**src/logic/npc_pkg.sv**
```systemverilog
/*
 * Constants, register map and state type of the NAND page control block.
 * Assumes an AHB-Lite register bus with 32-bit data and one hclk domain.
 */
package npc_pkg;

   // ****************************************************************
   // Register byte offsets
   // ****************************************************************
   localparam logic [7:0] NPC_A_TIMING  = 8'h0C;
   localparam logic [7:0] NPC_A_SETUP   = 8'h10;
   localparam logic [7:0] NPC_A_TRIG    = 8'h14;
   localparam logic [7:0] NPC_A_ADDR    = 8'h1C;
   localparam logic [7:0] NPC_A_ADDRX   = 8'h20;
   localparam logic [7:0] NPC_A_SREAD   = 8'h24;
   localparam logic [7:0] NPC_A_STATUS  = 8'h2C;

   // ****************************************************************
   // Reset values
   // ****************************************************************
   localparam logic [31:0] NPC_TIMING_RST = 32'h0100_1000;
   localparam logic [31:0] NPC_SETUP_RST  = 32'h0000_0000;

   // ****************************************************************
   // Field positions
   // ****************************************************************
   localparam int NPC_CSSEL_LSB   = 28;
   localparam int NPC_RDEN_BIT    = 31;
   localparam int NPC_IFEN_BIT    = 30;
   localparam int NPC_ECCEN_BIT   = 28;
   localparam int NPC_ASIZE_LSB   = 24;
   localparam int NPC_SPARE_LSB   = 16;
   localparam int NPC_PAGE_LSB    = 0;
   localparam int NPC_TRIG_WR     = 3;
   localparam int NPC_TRIG_RD     = 2;
   localparam int NPC_TRIG_CEOFF  = 1;
   localparam int NPC_TRIG_CEON   = 0;
   localparam int NPC_ST_BUSY     = 0;
   localparam int NPC_ST_WDONE    = 1;
   localparam int NPC_ST_RDONE    = 2;
   localparam int NPC_ST_CE_LSB   = 4;
   localparam int NPC_ST_CNT_LSB  = 14;

   // ****************************************************************
   // Sizes
   // ****************************************************************
   localparam logic [7:0] NPC_ECC_LAST   = 8'hFF;
   localparam logic [3:0] NPC_ADDR_DIRECT = 4'h4;
   localparam int          NPC_ECC_SHIFT  = 8;

   typedef enum logic [1:0] {
      NPC_IDLE  = 2'b00,
      NPC_WRITE = 2'b01,
      NPC_READ  = 2'b10
   } npc_state_t;

endpackage

```
**src/logic/npc_page_control.sv**
```systemverilog
/*
 * NAND page control: setup and trigger registers, block page sequencer,
 * chip-enable control and address/single-read launch pulses.
 * Assumes a strobe engine that answers each byte request with byte_ack,
 * and a transmit FIFO that reports tx_has_data.
 */
// The AHB-Lite register port is this design's own decision.
`timescale 1ns/1ps
`default_nettype none
module npc_page_control
   import npc_pkg::*;
#(
   parameter int ECC_BYTES = 3
) (
   // Clock and reset
   input  wire  logic        hclk,
   input  wire  logic        hresetn,
   // AHB-Lite slave
   input  wire  logic        hsel,
   input  wire  logic [31:0] haddr,
   input  wire  logic [1:0]  htrans,
   input  wire  logic        hwrite,
   input  wire  logic [2:0]  hsize,
   input  wire  logic [31:0] hwdata,
   input  wire  logic        hready,
   output var   logic        hreadyout,
   output var   logic        hresp,
   output var   logic [31:0] hrdata,
   // Block transfer handshake
   input  wire  logic        tx_has_data,
   input  wire  logic        byte_ack,
   output var   logic        byte_req,
   output var   logic        byte_dir_write,
   output var   logic        ecc_active,
   output var   logic        ecc_block_end,
   output var   logic        page_write_done,
   output var   logic        page_read_done,
   // Flash control
   output var   logic [3:0]  ce_n,
   output var   logic        pads_enable,
   output var   logic [27:0] timing_cfg,
   // Command-side launches
   input  wire  logic [15:0] sread_data,
   output var   logic        sread_start,
   output var   logic        addr_start,
   output var   logic [3:0]  addr_bytes
);

   // ****************************************************************
   // Parameter check
   // ****************************************************************
   if (ECC_BYTES < 1 || ECC_BYTES > 16) begin : g_bad_ecc
      $error("ECC_BYTES must lie in 1..16");
   end

   // ****************************************************************
   // State
   // ****************************************************************
   typedef struct packed {
      logic [31:0] timing;
      logic [31:0] setup;
      logic [31:0] addr_lo;
      logic [31:0] addr_hi;
      logic        ce_on;
      logic        wr_armed;
      npc_state_t  state;
      logic [17:0] count;
      logic [17:0] total;
      logic        wdone_flag;
      logic        rdone_flag;
      logic        byte_req;
      logic        byte_dir_write;
      logic        ecc_block_end;
      logic        wr_done;
      logic        rd_done;
      logic [3:0]  ce_n;
      logic        pads_en;
      logic        sread_start;
      logic        addr_start;
      logic [3:0]  addr_bytes;
      logic        wr_pend;
      logic [7:0]  wr_addr;
      logic [31:0] hrdata;
   } npc_regs_t;

   npc_regs_t cur;
   npc_regs_t next_cur;

   // Page + check-code + spare bytes of one block transfer
   function automatic logic [17:0] npc_total(input logic [31:0] s);
      logic [15:0] page;
      logic [7:0]  spare;
      logic [17:0] ecc;
      page  = s[NPC_PAGE_LSB +: 16];
      spare = s[NPC_SPARE_LSB +: 8];
      ecc   = '0;
      if (s[NPC_ECCEN_BIT]) begin
         ecc = 18'(int'(page >> NPC_ECC_SHIFT) * ECC_BYTES);
      end
      return 18'(page) + 18'(spare) + ecc;
   endfunction

   logic       acc;
   logic [7:0] a_off;
   logic       if_en;
   logic [3:0] asize;
   logic       w_trig;

   assign acc    = hsel && hready && htrans[1];
   assign a_off  = haddr[7:0];
   assign if_en  = cur.setup[NPC_IFEN_BIT];
   assign asize  = cur.setup[NPC_ASIZE_LSB +: 4];
   assign w_trig = cur.wr_pend && cur.wr_addr == NPC_A_TRIG;

   // ****************************************************************
   // Next state
   // ****************************************************************
   always_comb begin
      next_cur = cur;
      next_cur.ecc_block_end = 1'b0;
      next_cur.wr_done       = 1'b0;
      next_cur.rd_done       = 1'b0;
      next_cur.sread_start   = 1'b0;
      next_cur.addr_start    = 1'b0;
      next_cur.wr_pend       = acc && hwrite;
      next_cur.wr_addr       = a_off;

      // Read data for the coming data phase
      next_cur.hrdata = '0;
      if (acc && !hwrite) begin
         if (a_off == NPC_A_TIMING) begin
            next_cur.hrdata = cur.timing;
         end else if (a_off == NPC_A_SETUP) begin
            next_cur.hrdata = cur.setup;
         end else if (a_off == NPC_A_TRIG) begin
            next_cur.hrdata = '0;
         end else if (a_off == NPC_A_ADDR) begin
            next_cur.hrdata = cur.addr_lo;
         end else if (a_off == NPC_A_ADDRX) begin
            next_cur.hrdata = cur.addr_hi;
         end else if (a_off == NPC_A_SREAD) begin
            if (cur.setup[NPC_RDEN_BIT] && if_en) begin
               next_cur.sread_start = 1'b1;
               next_cur.hrdata      = {16'h0000, sread_data};
            end
         end else if (a_off == NPC_A_STATUS) begin
            next_cur.hrdata[NPC_ST_BUSY]         = cur.state != NPC_IDLE;
            next_cur.hrdata[NPC_ST_WDONE]        = cur.wdone_flag;
            next_cur.hrdata[NPC_ST_RDONE]        = cur.rdone_flag;
            next_cur.hrdata[NPC_ST_CE_LSB +: 4]  = ~cur.ce_n;
            next_cur.hrdata[NPC_ST_CNT_LSB +: 18] = cur.count;
         end
      end

      // Register writes in the data phase
      if (cur.wr_pend) begin
         if (cur.wr_addr == NPC_A_TIMING) begin
            next_cur.timing = hwdata;
         end else if (cur.wr_addr == NPC_A_SETUP) begin
            next_cur.setup = hwdata;
         end else if (cur.wr_addr == NPC_A_ADDR) begin
            next_cur.addr_lo = hwdata;
            if (if_en && asize <= NPC_ADDR_DIRECT) begin
               next_cur.addr_start = 1'b1;
               next_cur.addr_bytes = asize;
            end
         end else if (cur.wr_addr == NPC_A_ADDRX) begin
            next_cur.addr_hi = hwdata;
            if (if_en && asize > NPC_ADDR_DIRECT) begin
               next_cur.addr_start = 1'b1;
               next_cur.addr_bytes = asize;
            end
         end else if (cur.wr_addr == NPC_A_STATUS) begin
            if (hwdata[NPC_ST_WDONE]) next_cur.wdone_flag = 1'b0;
            if (hwdata[NPC_ST_RDONE]) next_cur.rdone_flag = 1'b0;
         end
      end

      // Triggers act once; zero bits do nothing
      if (w_trig) begin
         if (hwdata[NPC_TRIG_CEON]) next_cur.ce_on = 1'b1;
         if (hwdata[NPC_TRIG_CEOFF]) next_cur.ce_on = 1'b0;
         if (if_en && cur.state == NPC_IDLE) begin
            if (hwdata[NPC_TRIG_RD]) begin
               next_cur.state          = NPC_READ;
               next_cur.count          = '0;
               next_cur.total          = npc_total(cur.setup);
               next_cur.byte_dir_write = 1'b0;
            end else if (hwdata[NPC_TRIG_WR]) begin
               next_cur.wr_armed = 1'b1;
               next_cur.total    = npc_total(cur.setup);
            end
         end
      end

      // Block sequencer
      case (cur.state)
         NPC_IDLE: begin
            if (cur.wr_armed && tx_has_data) begin
               next_cur.wr_armed       = 1'b0;
               next_cur.state          = NPC_WRITE;
               next_cur.count          = '0;
               next_cur.byte_dir_write = 1'b1;
            end
         end
         default: begin
            if (cur.count == cur.total) begin
               next_cur.state = NPC_IDLE;
               if (cur.state == NPC_WRITE) begin
                  next_cur.wr_done    = 1'b1;
                  next_cur.wdone_flag = 1'b1;
               end else begin
                  next_cur.rd_done    = 1'b1;
                  next_cur.rdone_flag = 1'b1;
               end
            end else if (cur.byte_req) begin
               if (byte_ack) begin
                  next_cur.byte_req = 1'b0;
                  next_cur.count    = cur.count + 18'd1;
                  if (cur.setup[NPC_ECCEN_BIT] && cur.count[7:0] == NPC_ECC_LAST &&
                      cur.count < 18'(cur.setup[NPC_PAGE_LSB +: 16])) begin
                     next_cur.ecc_block_end = 1'b1;
                  end
               end
            end else if (cur.state == NPC_READ || tx_has_data) begin
               next_cur.byte_req = 1'b1;
            end
         end
      endcase

      // Disabled interface holds the sequencer at rest
      if (!if_en) begin
         next_cur.state    = NPC_IDLE;
         next_cur.byte_req = 1'b0;
         next_cur.wr_armed = 1'b0;
      end

      next_cur.pads_en = next_cur.setup[NPC_IFEN_BIT];
      next_cur.ce_n    = (next_cur.ce_on && next_cur.pads_en) ?
                         ~next_cur.timing[NPC_CSSEL_LSB +: 4] : 4'hF;
   end

   always_ff @(posedge hclk or negedge hresetn) begin
      if (!hresetn) begin
         cur        <= '0;
         cur.timing <= NPC_TIMING_RST;
         cur.setup  <= NPC_SETUP_RST;
         cur.ce_n   <= 4'hF;
      end else begin
         cur <= next_cur;
      end
   end

   // ****************************************************************
   // Outputs
   // ****************************************************************
   assign hreadyout       = 1'b1;
   assign hresp           = 1'b0;
   assign hrdata          = cur.hrdata;
   assign byte_req        = cur.byte_req;
   assign byte_dir_write  = cur.byte_dir_write;
   assign ecc_active      = cur.setup[NPC_ECCEN_BIT];
   assign ecc_block_end   = cur.ecc_block_end;
   assign page_write_done = cur.wr_done;
   assign page_read_done  = cur.rd_done;
   assign ce_n            = cur.ce_n;
   assign pads_enable     = cur.pads_en;
   assign timing_cfg      = cur.timing[27:0];
   assign sread_start     = cur.sread_start;
   assign addr_start      = cur.addr_start;
   assign addr_bytes      = cur.addr_bytes;
endmodule // npc_page_control
`default_nettype wire

```
**config.mk**
```make
export PLATFORM = sky130hd
export DESIGN_NAME = npc_page_control
export DESIGN_NICKNAME = d
export VERILOG_FILES = /design/src/logic/npc_pkg.sv /design/src/logic/npc_page_control.sv
export SDC_FILE = /design/constraint.sdc
export NUM_CORES = 1
export LEC_CHECK = 0
export ABC_AREA = 1
export BUFFER_PORTS_ARGS = -buffer_cell sky130_fd_sc_hd__buf_2
export CAP_MARGIN = 20
export CORE_MARGIN = 1
export CORE_UTILIZATION = 50
export CTS_BUF_LIST = sky130_fd_sc_hd__clkbuf_16
export DETAILED_ROUTE_END_ITERATION = 10
export PLACE_DENSITY = 0.71
export SYNTH_ARGS = -nofsm -noshare
export SYNTH_HDL_FRONTEND = slang
export SYNTH_SLANG_ARGS = --single-unit
```
**constraint.sdc**
```tcl
create_clock -name hclk -period 3.57 [get_ports hclk]
set_input_delay 0.714 -clock hclk [delete_from_list [all_inputs] [get_ports hclk]]
set_output_delay 0.714 -clock hclk [all_outputs]
set_load 0.02 [all_outputs]
```
=== After elaboration in Yosys (flattened, before gate mapping) ===
Index checks and enable logic that the tools add are counted.

* Bits in registers: 226
* Input bits: 92
* Output and inout bits: 79
* Word-level logic and storage cells: 179

* Add/subtract/negate cells: 4
* Multiply operators: 1
* $lt $le $gt $ge: 3
* Eq/ne operators: 20
* Multiplexer cells: 94
* Bitwise logic cells: 5
* Reductions and logical operators: 27

{| class="wikitable"
|+ Operators with widths
! kind !! number
|-
| $mux W32 || 11
|-
| $mux W18 || 14
|-
| $mux W128 || 1
|-
| $mux W96 || 1
|-
| $mux W64 || 1
|-
| $eq A8 B5 Y1 const B || 6
|-
| $eq A8 B6 Y1 const B || 5
|-
| $mux W20 || 2
|-
| $mux W40 || 1
|-
| $mux W39 || 1
|-
| $mux W5 || 7
|-
| $mux W1 || 34
|-
| $mux W21 || 1
|-
| $add A17 B18 Y18 || 1
|-
| $add A18 B1 Y18 const B || 1
|-
| $add A18 B18 Y18 || 1
|-
| $eq A18 B18 Y1 || 1
|-
| $lt A18 B16 Y1 || 1
|-
| $mux W2 || 9
|-
| $add A16 B8 Y17 || 1
|-
| $eq A8 B4 Y1 const B || 2
|-
| $mux W16 || 1
|-
| $mux W3 || 5
|-
| $logic_and A1 B1 Y1 || 13
|-
| 22 further kinds || 33
|}

=== Depth between registers and ports, before layout ===
Gate-level depths: netlist (run 1).

* Word-level depth: 16
* Gate-level depth with buffers: 21
* Gate-level depth less buffers: 21

=== Worst setup path before layout (run 1) ===
Ideal clock, no wire load.

* Kind: register to register
* Start point: reg cur[172] in the netlist's numbering
* End point: reg cur[74] in the netlist's numbering
* Setup time: 117 ps
* Data arrival time: 2910 ps
* Data required time: 3453 ps
* Slack: 543 ps
* Stages on the path, launching flop included: 21
* Path buffers: 0
* Path through: dfrtp_1 ha_1 inv_1 fa_1 nor2_1 o21ai_0 a21oi_1 o21ai_0 nand2_1 o21ai_0 a21oi_1 ha_1 nand2_1 nor2_1 nand3_1 nand3_1 nand4_1 nand2_1 nand3_1 nand3_1 nand2_1

* Word-level cells in the longest chain between the ends: 9
* Elaborated cells on any way between the ends: 14
* Those cells by class: 3 x add/sub; 1 x mul; 10 x mux

{| class="wikitable"
|+ RTL lines
! element !! line !! RTL
|-
| start, declared || npc_page_control.sv:86 || <nowiki>npc_regs_t cur;</nowiki>
|-
| start signal, assigned || npc_page_control.sv:250 || <nowiki>cur <= next_cur;</nowiki>
|-
| $mul A8 B2 Y10 || npc_page_control.sv:98 || <nowiki>ecc = 18'(int'(page >> NPC_ECC_SHIFT) * ECC_BYTES);</nowiki>
|-
| $mux W10 || npc_page_control.sv:97 || <nowiki>if (s[NPC_ECCEN_BIT]) begin</nowiki>
|-
| $mux W18 || npc_page_control.sv:189 || <nowiki>end else if (hwdata[NPC_TRIG_WR]) begin</nowiki>
|-
| $mux W18 || npc_page_control.sv:184 || <nowiki>if (hwdata[NPC_TRIG_RD]) begin</nowiki>
|-
| $mux W18 || npc_page_control.sv:183 || <nowiki>if (if_en && cur.state == NPC_IDLE) begin</nowiki>
|-
| $mux W18 || npc_page_control.sv:180 || <nowiki>if (w_trig) begin</nowiki>
|-
| $add A17 B18 Y18 || npc_page_control.sv:100 || <nowiki>return 18'(page) + 18'(spare) + ecc;</nowiki>
|-
| $mux W18 || npc_page_control.sv:189 ||
|-
| $mux W18 (*) || npc_page_control.sv:184 ||
|}

Every way passes the cells marked *; elsewhere a longest branch is shown, timed or not. The select of a mux whose other input is x is not followed.
A chain may end at the register's enable or synchronous reset.

=== Worst setup path in the final report (run 1) ===
Same ends and word-level chain as after synthesis.

==> impl_metrics.tcl, run 1 <==
set metrics [dict create \
    via_per_inst 5.572 \
    busiest_layer "met2" \
    powerDensity_mw_per_mm2 463.9 \
    finalSetupTns_ns 0 \
    drc 0 \
    grt_pass1_vias 10530 \
    synth_top_cell_area_share 0.4391 \
    grt_util_met1 0.4077 \
    grt_antenna_before_repair 1 \
    r2r_cells 20 \
    drtPass1Iterations 6 \
    met3_usage 0.03900 \
    synth_top_cell_by_area "dfrtp_1" \
    overflow 0 \
    max_stage_delay_ns 0.46 \
    synth_ff_type "dfrtp_1" \
    synth-simple-area-share 0.2096 \
    die_x_um 160.3 \
    crit_fanout 6 \
    synth_area_per_cell_um2 7.920 \
    seqPwrFrac 0.454 \
    numClockSinks 226 \
    cts_buffers 25 \
    n_antenna_cell 0 \
    grt_util_met2 0.4486 \
    synth_enable_flop_cells 0 \
    area_growth_pct 11.30 \
    seqCellArea_mm2 0.005664 \
    final_net_count 1795 \
    ys_seq_area_frac 0.4517 \
    synth_commonest_cells "nand2_1, dfrtp_1, o21ai_0, inv_1, a21oi_1" \
    ff2ff_setup_slack_ns 0.25 \
    required_ns 3.99 \
    io_buffer_count 140 \
    crit_type "flop to flop" \
    combinationalPowerShare 0.175 \
    async_reset_ff_frac 1.000 \
    ant_nets 0 \
    clockBufferDepth 3 \
    clockPowerShare 0.371 \
    synth_adder_area_share 0.04770 \
    cp_common_cell "nand3_1" \
    pin_count 171 \
    fmaxAchievable_ghz 0.3008 \
    postLayoutSetupSlackWorst_ns 0.2455 \
    cp_data_arrival_time_ns 3.74 \
    worst_pin_slew_ns 0.8301 \
    fillers 2275 \
    dp_hpwl_um 25930 \
    min_path_type "input pin to asynchronous set/reset pin" \
    start_util 0.5125 \
    clk_latency_ns 0.54 \
    crit_path_end_kind "flop" \
    wl_um 36080 \
    fin_skew_ns 0.01621 \
    post-route-min-period_ns 3.324 \
    rsz0062_at_grt "false" \
    htreeDepth 1 \
    synthMuxAreaShare 0 \
    synth_xor_area_frac 0.01677 \
    die_h_um 160.3 \
    place_ws_ns 0.1212 \
    yosysMostFrequentCell "nand2_1" \
    cts_root_buf "clkbuf_16" \
    cts_tree "yes" \
    setup_viol 0 \
    syn_inst 1583 \
    p_leak_uw 0.007223 \
    grt_usage 0.2840 \
    gp_congestion 0.9343 \
    syn_area_mm2 0.01254 \
    grt_pass1_wl_um 57320 \
    synthesis.nets 1721 \
    outcome "completed" \
    ys_ff_latch 226 \
    netSwitchingPower_uw 2040 \
    synth_compound_area_frac 0.1619 \
    peakVddDrop_uv 329.1 \
    swShare 0.3153 \
    core_mm2 0.02446 \
    synth_area_leaders "dfrtp_1, nand2_1, o21ai_0" \
    final_hold_viol_count 0 \
    vias 11140 \
    multi_input_area_mm2 0.005503 \
    cp_cell_sequence "ha_1, inv_1, fa_1, nor2_1, o21ai_1, a21oi_1, o21ai_0, nand2_1, o21ai_0, a21oi_1, ha_2, nand2_1, nor2_2, nand3_1, nand3_1, nand4_1, nand2_2, nand3_1, nand3_1, nand2_1" \
    synth_top_family_by_area "simple AND/OR/NAND/NOR gates" \
    synthDistinctLibCells 52 \
    post-route-period-util 0.9312 \
    relSlewSlack 0.4423 \
    drive_gt1_frac 0.1486 \
    cp_slowest_cell "dfrtp_2" \
    drt-initial-drc-count 749 \
    die_area_mm2 0.02571 \
    synth_warnings 0 \
    grt_max_degree 101 \
    drv_slew 0 \
    worstSetupStartpointType "flop" \
    placementRows 57 \
    p_int_uw 4432 \
    maxCapViolCount 0 \
    clkTransAtPathRegs_ns 0.06 \
    wire_per_inst_um 18.04 \
]
## routing by layer
metal	share of wire	wire, um
met1	0.45	16150
met2	0.45	16330
met3	0.078	2829
met4	0.022	776
met5	0	0
## sequential cells by signal, indices dropped and copies added, names as in the netlist
| register | flops |
|---|---|
| asize | 4 |
| timing_cfg | 28 |
| ecc_active | 1 |
| page_read_done | 1 |
| addr_bytes | 4 |
| cur | 146 |
| sread_start | 1 |
| byte_dir_write | 1 |
| byte_req | 1 |
| page_write_done | 1 |
| ce_n | 4 |
| ecc_block_end | 1 |
| addr_start | 1 |
| hrdata | 32 |
## placed cells by master, fill, tap and decap left out, types with 3 or more instances in the layout
master	n
buf_12	5
inv_2	6
fa_1	3
a41oi_1	5
clkbuf_16	25
nor3_4	4
a221oi_1	8
nor2_1	77
ha_1	42
nand2_1	396
o21ai_1	4
nor4_1	7
a31oi_1	14
clkinv_1	11
buf_4	25
nand4_1	14
dfstp_2	6
a21oi_1	94
nor3_1	19
o22ai_1	4
xor2_1	15
o21ai_0	216
buf_2	139
dfrtp_1	219
nand3_1	78
nand2_2	8
inv_1	163
xnor2_1	9
o211ai_1	12
or2_2	5
nor2_2	6
## worst max-delay path, delay by kind of cell, from the launching register on
| family | cells | cell delay (ns) |
|---|---|---|
| buffers and inverters | 1 | 0.10 |
| adder cells (fa/ha/maj) | 3 | 0.80 |
| AND/OR/NAND/NOR | 11 | 1.19 |
| AO/OA/AOI/OAI | 5 | 0.66 |
| flip-flops | 1 | 0.46 |
## area by class of cell
type / count / share of cell area
clock inverters: 21 / 0.008967
multi-input cells: 1067 / 0.3944
flip-flops and latches: 226 / 0.4059
repair buffers: 170 / 0.07156
inverters: 167 / 0.04528
clock buffers: 25 / 0.04483
well taps: 324 / 0.02905
## path summary, 6_finish.rpt
kind                                         endpoint            startpoint
max                               cur[74]$_DFFE_PN0P_  cur[172]$_DFFE_PN0P_
min                                 cur[89]$_DFF_PN0_               hresetn
max reg2reg                       cur[74]$_DFFE_PN0P_  cur[172]$_DFFE_PN0P_
min reg2reg                      cur[145]$_DFFE_PN0P_  cur[145]$_DFFE_PN0P_
max in group asynchronous  timing_cfg[12]$_DFFE_PN1P_               hresetn
min in group hclk                   cur[33]$_DFF_PN0_              haddr[1]
## per-stage QoR
| step | power [uW] | utilization | instance area [um2] | instances | hold WS (ns) |
|---|---|---|---|---|---|
| after floorplan | 3670 | - | 12540 | 1583 | 0.4184 |
| final | 6472 | 0.5704 | 13950 | 2000 | 0.2337 |
| after CTS | 6478 | 0.5687 | 13910 | 1998 | 0.2649 |
| after detailed placement | 4092 | 0.5380 | 13160 | 1952 | 0.4687 |
| after global routing | 6773 | 0.5704 | 13950 | 2000 | 0.2889 |
| after global placement | 4061 | 0.5380 | 13160 | 1952 | 0.4612 |
## power groups by stage
stage | clock network [uW] | logic [uW] | registers (uW)
3_5_place_dp | 0 | 1110 | 2980
4_1_cts | 2430 | 1120 | 2930
5_1_grt | 2530 | 1290 | 2960
6_report | 2400 | 1130 | 2940
2_1_floorplan | 0 | 794 | 2880
3_3_place_gp | 0 | 1080 | 2980
## cells by family after synthesis
| group | count (synthesis) |
|---|---|
| adders and majority gates | 46 |
| buffers and inverters | 290 |
| xor gates and xnor gates | 24 |
| and+or+nand+nor | 622 |
| AOI/OAI and AO/OA | 373 |
| DFF | 226 |
| other | 2 |
## what timing repair did
item | CTS | global route
hold buffers | 0 | 0
buffers inserted | 0 | 1
setup endpoints to repair | 0 | 7
resized for setup | 0 | 6
No activity file was read; power rests on OpenSTA's default activity.
==> inputs of run 2 (changes only) <==
--- a/config.mk
+++ b/config.mk
@@ -12,7 +12,7 @@
 export CORE_UTILIZATION = 50
 export CTS_BUF_LIST = sky130_fd_sc_hd__clkbuf_16
 export DETAILED_ROUTE_END_ITERATION = 10
-export PLACE_DENSITY = 0.71
+export PLACE_DENSITY = 0.67
 export SYNTH_ARGS = -nofsm -noshare
 export SYNTH_HDL_FRONTEND = slang
 export SYNTH_SLANG_ARGS = --single-unit
==> impl_metrics.tcl, run 2 (same netlist as run 1, synthesis figures left out) <==
set metrics [dict create \
    drt-initial-drc-count 985 \
    place_ws_ns 0.1974 \
    stdcell_count 2006 \
    setup_viol 0 \
    post-route-min-period_ns 3.275 \
    regMostFlops "cur" \
    start_util 0.5125 \
    final_hold_viol_count 0 \
    fmaxAchievable_ghz 0.3054 \
    rsz0062_at_grt "false" \
    vias 11080 \
    dp_cells 1955 \
    p_leak_uw 0.007298 \
    holdWs_ns 0.1958 \
    fillers 2252 \
    worstReg2RegEnd "cur[73]$_DFFE_PN0P_" \
    clockBufferDepth 3 \
    n_antenna_cell 0 \
    power_uw 6834 \
    postLayoutSetupSlackWorst_ns 0.2952 \
    worstSetupStartpointType "flop" \
    worst_pin_slew_ns 0.8370 \
    drc 0 \
    crit_path_end_kind "flop" \
    wl_um 37140 \
    layout.cells.most_common_list "nand2_1, dfrtp_1, o21ai_0" \
    dp_hpwl_um 26460 \
    gp_congestion 0.9232 \
    overflow 0 \
    clkTransAtPathRegs_ns 0.06 \
    cts_buffers 26 \
    fin_skew_ns 0.01726 \
    final_common_cell "nand2_1" \
    worstReg2RegStart "cur[163]$_DFFE_PN0P_" \
    placementRows 57 \
    drv_slew 0 \
    clk_latency_ns 0.55 \
    hold_buffers 0 \
    post-route-period-util 0.9173 \
    grt_antenna_before_repair 0 \
    numClockSinks 226 \
    grt_usage 0.2905 \
    maxCapViolCount 0 \
    via_per_inst 5.521 \
    drtPass1Iterations 5 \
    die_x_um 160.3 \
    final_net_count 1800 \
    r2r_cells 20 \
    ant_nets 0 \
    grt_max_degree 100 \
    core_mm2 0.02446 \
    cts_root_buf "clkbuf_16" \
    cts_tree "yes" \
    ff2ff_setup_slack_ns 0.30 \
    crit_fanout 5 \
    powerDensity_mw_per_mm2 484.2 \
    relSlewSlack 0.4420 \
    htreeDepth 1 \
    io_buffer_count 140 \
    largest_reg_flops 146 \
    die_area_mm2 0.02571 \
    wire_per_inst_um 18.52 \
    finalSetupTns_ns 0 \
    grt_pass1_wl_um 58160 \
    area_growth_pct 12.56 \
    outcome "completed" \
    peakVddDrop_uv 380.8 \
    grt_pass1_vias 10460 \
    die_h_um 160.3 \
    crit_type "flop to flop" \
    drive_gt1_frac 0.1534 \
    pin_count 171 \
    min_path_type "input pin to asynchronous set/reset pin" \
    cp_data_arrival_time_ns 3.75 \
    required_ns 4.05 \
]
-- run 2: report_power, final --
group	switching (uW)	internal (uW)	total, uW	leakage, uW
Clock	1110	1620	2720	0.000436
Combinational	757	399	1160	0.00450
Sequential	260	2690	2960	0.00236
Total	2120	4710	6830	0.00730
-- run 2: cell type report --
type                       count  area [um2]  area share
clock inverter                22       225.2     0.01596
multi-input combinational   1067        5505      0.3901
timing repair buffer         174        1028     0.07288
inverter                     167       631.9     0.04477
sequential                   226        5665      0.4015
clock buffer                  26       650.6     0.04610
tap                          324       405.4     0.02873
-- run 2: timing repair --
action	4_1_cts	5_1_grt
setup buffers	0	2
resized for setup	0	7
hold endpoints to repair	0	0
setup endpoints to repair	0	9
-- run 2: worst max-delay path by stage --
stage                         startpoint             endpoint  slack, ns  depth (start not counted)
finish              cur[163]$_DFFE_PN0P_  cur[73]$_DFFE_PN0P_       0.30                         20
global route        cur[163]$_DFFE_PN0P_  cur[74]$_DFFE_PN0P_      0.005                         19
CTS                 cur[172]$_DFFE_PN0P_  cur[74]$_DFFE_PN0P_       0.17                         20
detailed placement  cur[172]$_DFFE_PN0P_  cur[74]$_DFFE_PN0P_       0.20                         20
global placement    cur[172]$_DFFE_PN0P_  cur[74]$_DFFE_PN0P_       0.29                         20
floorplan           cur[172]$_DFFE_PN0P_  cur[74]$_DFFE_PN0P_       0.54                         20
-- run 2: metrics by stage --
step	instance area, um2	util
floorplan	12540	-
global placement	13180	0.5389
detailed placement	13180	0.5389
CTS	14060	0.5747
global route	14110	0.5769
finish	14110	0.5769
-- run 2: critical path: stages, from the launching register on --
cell,delay (ns)
dfrtp_1,0.47
ha_1,0.23
inv_1,0.06
fa_1,0.40
inv_1,0.12
nand2_1,0.06
nand2_1,0.07
nand3_1,0.06
nand2_1,0.17
xor2_1,0.13
ha_1,0.38
nand2_1,0.09
nor2_1,0.14
nand3_1,0.09
nand3_1,0.13
nand3_1,0.14
inv_1,0.12
nand3_1,0.11
nand2_1,0.09
nand3_1,0.06
nand2_1,0.06
-- run 2: metal layers --
layer	vias to the layer above	global-route usage	wire length, um
met1	5261	0.4136	16300
met2	441	0.4658	17320
li1	5317	-	-
met3	56	0.04545	2764
met4	0	0.07056	763
met5	-	0	0
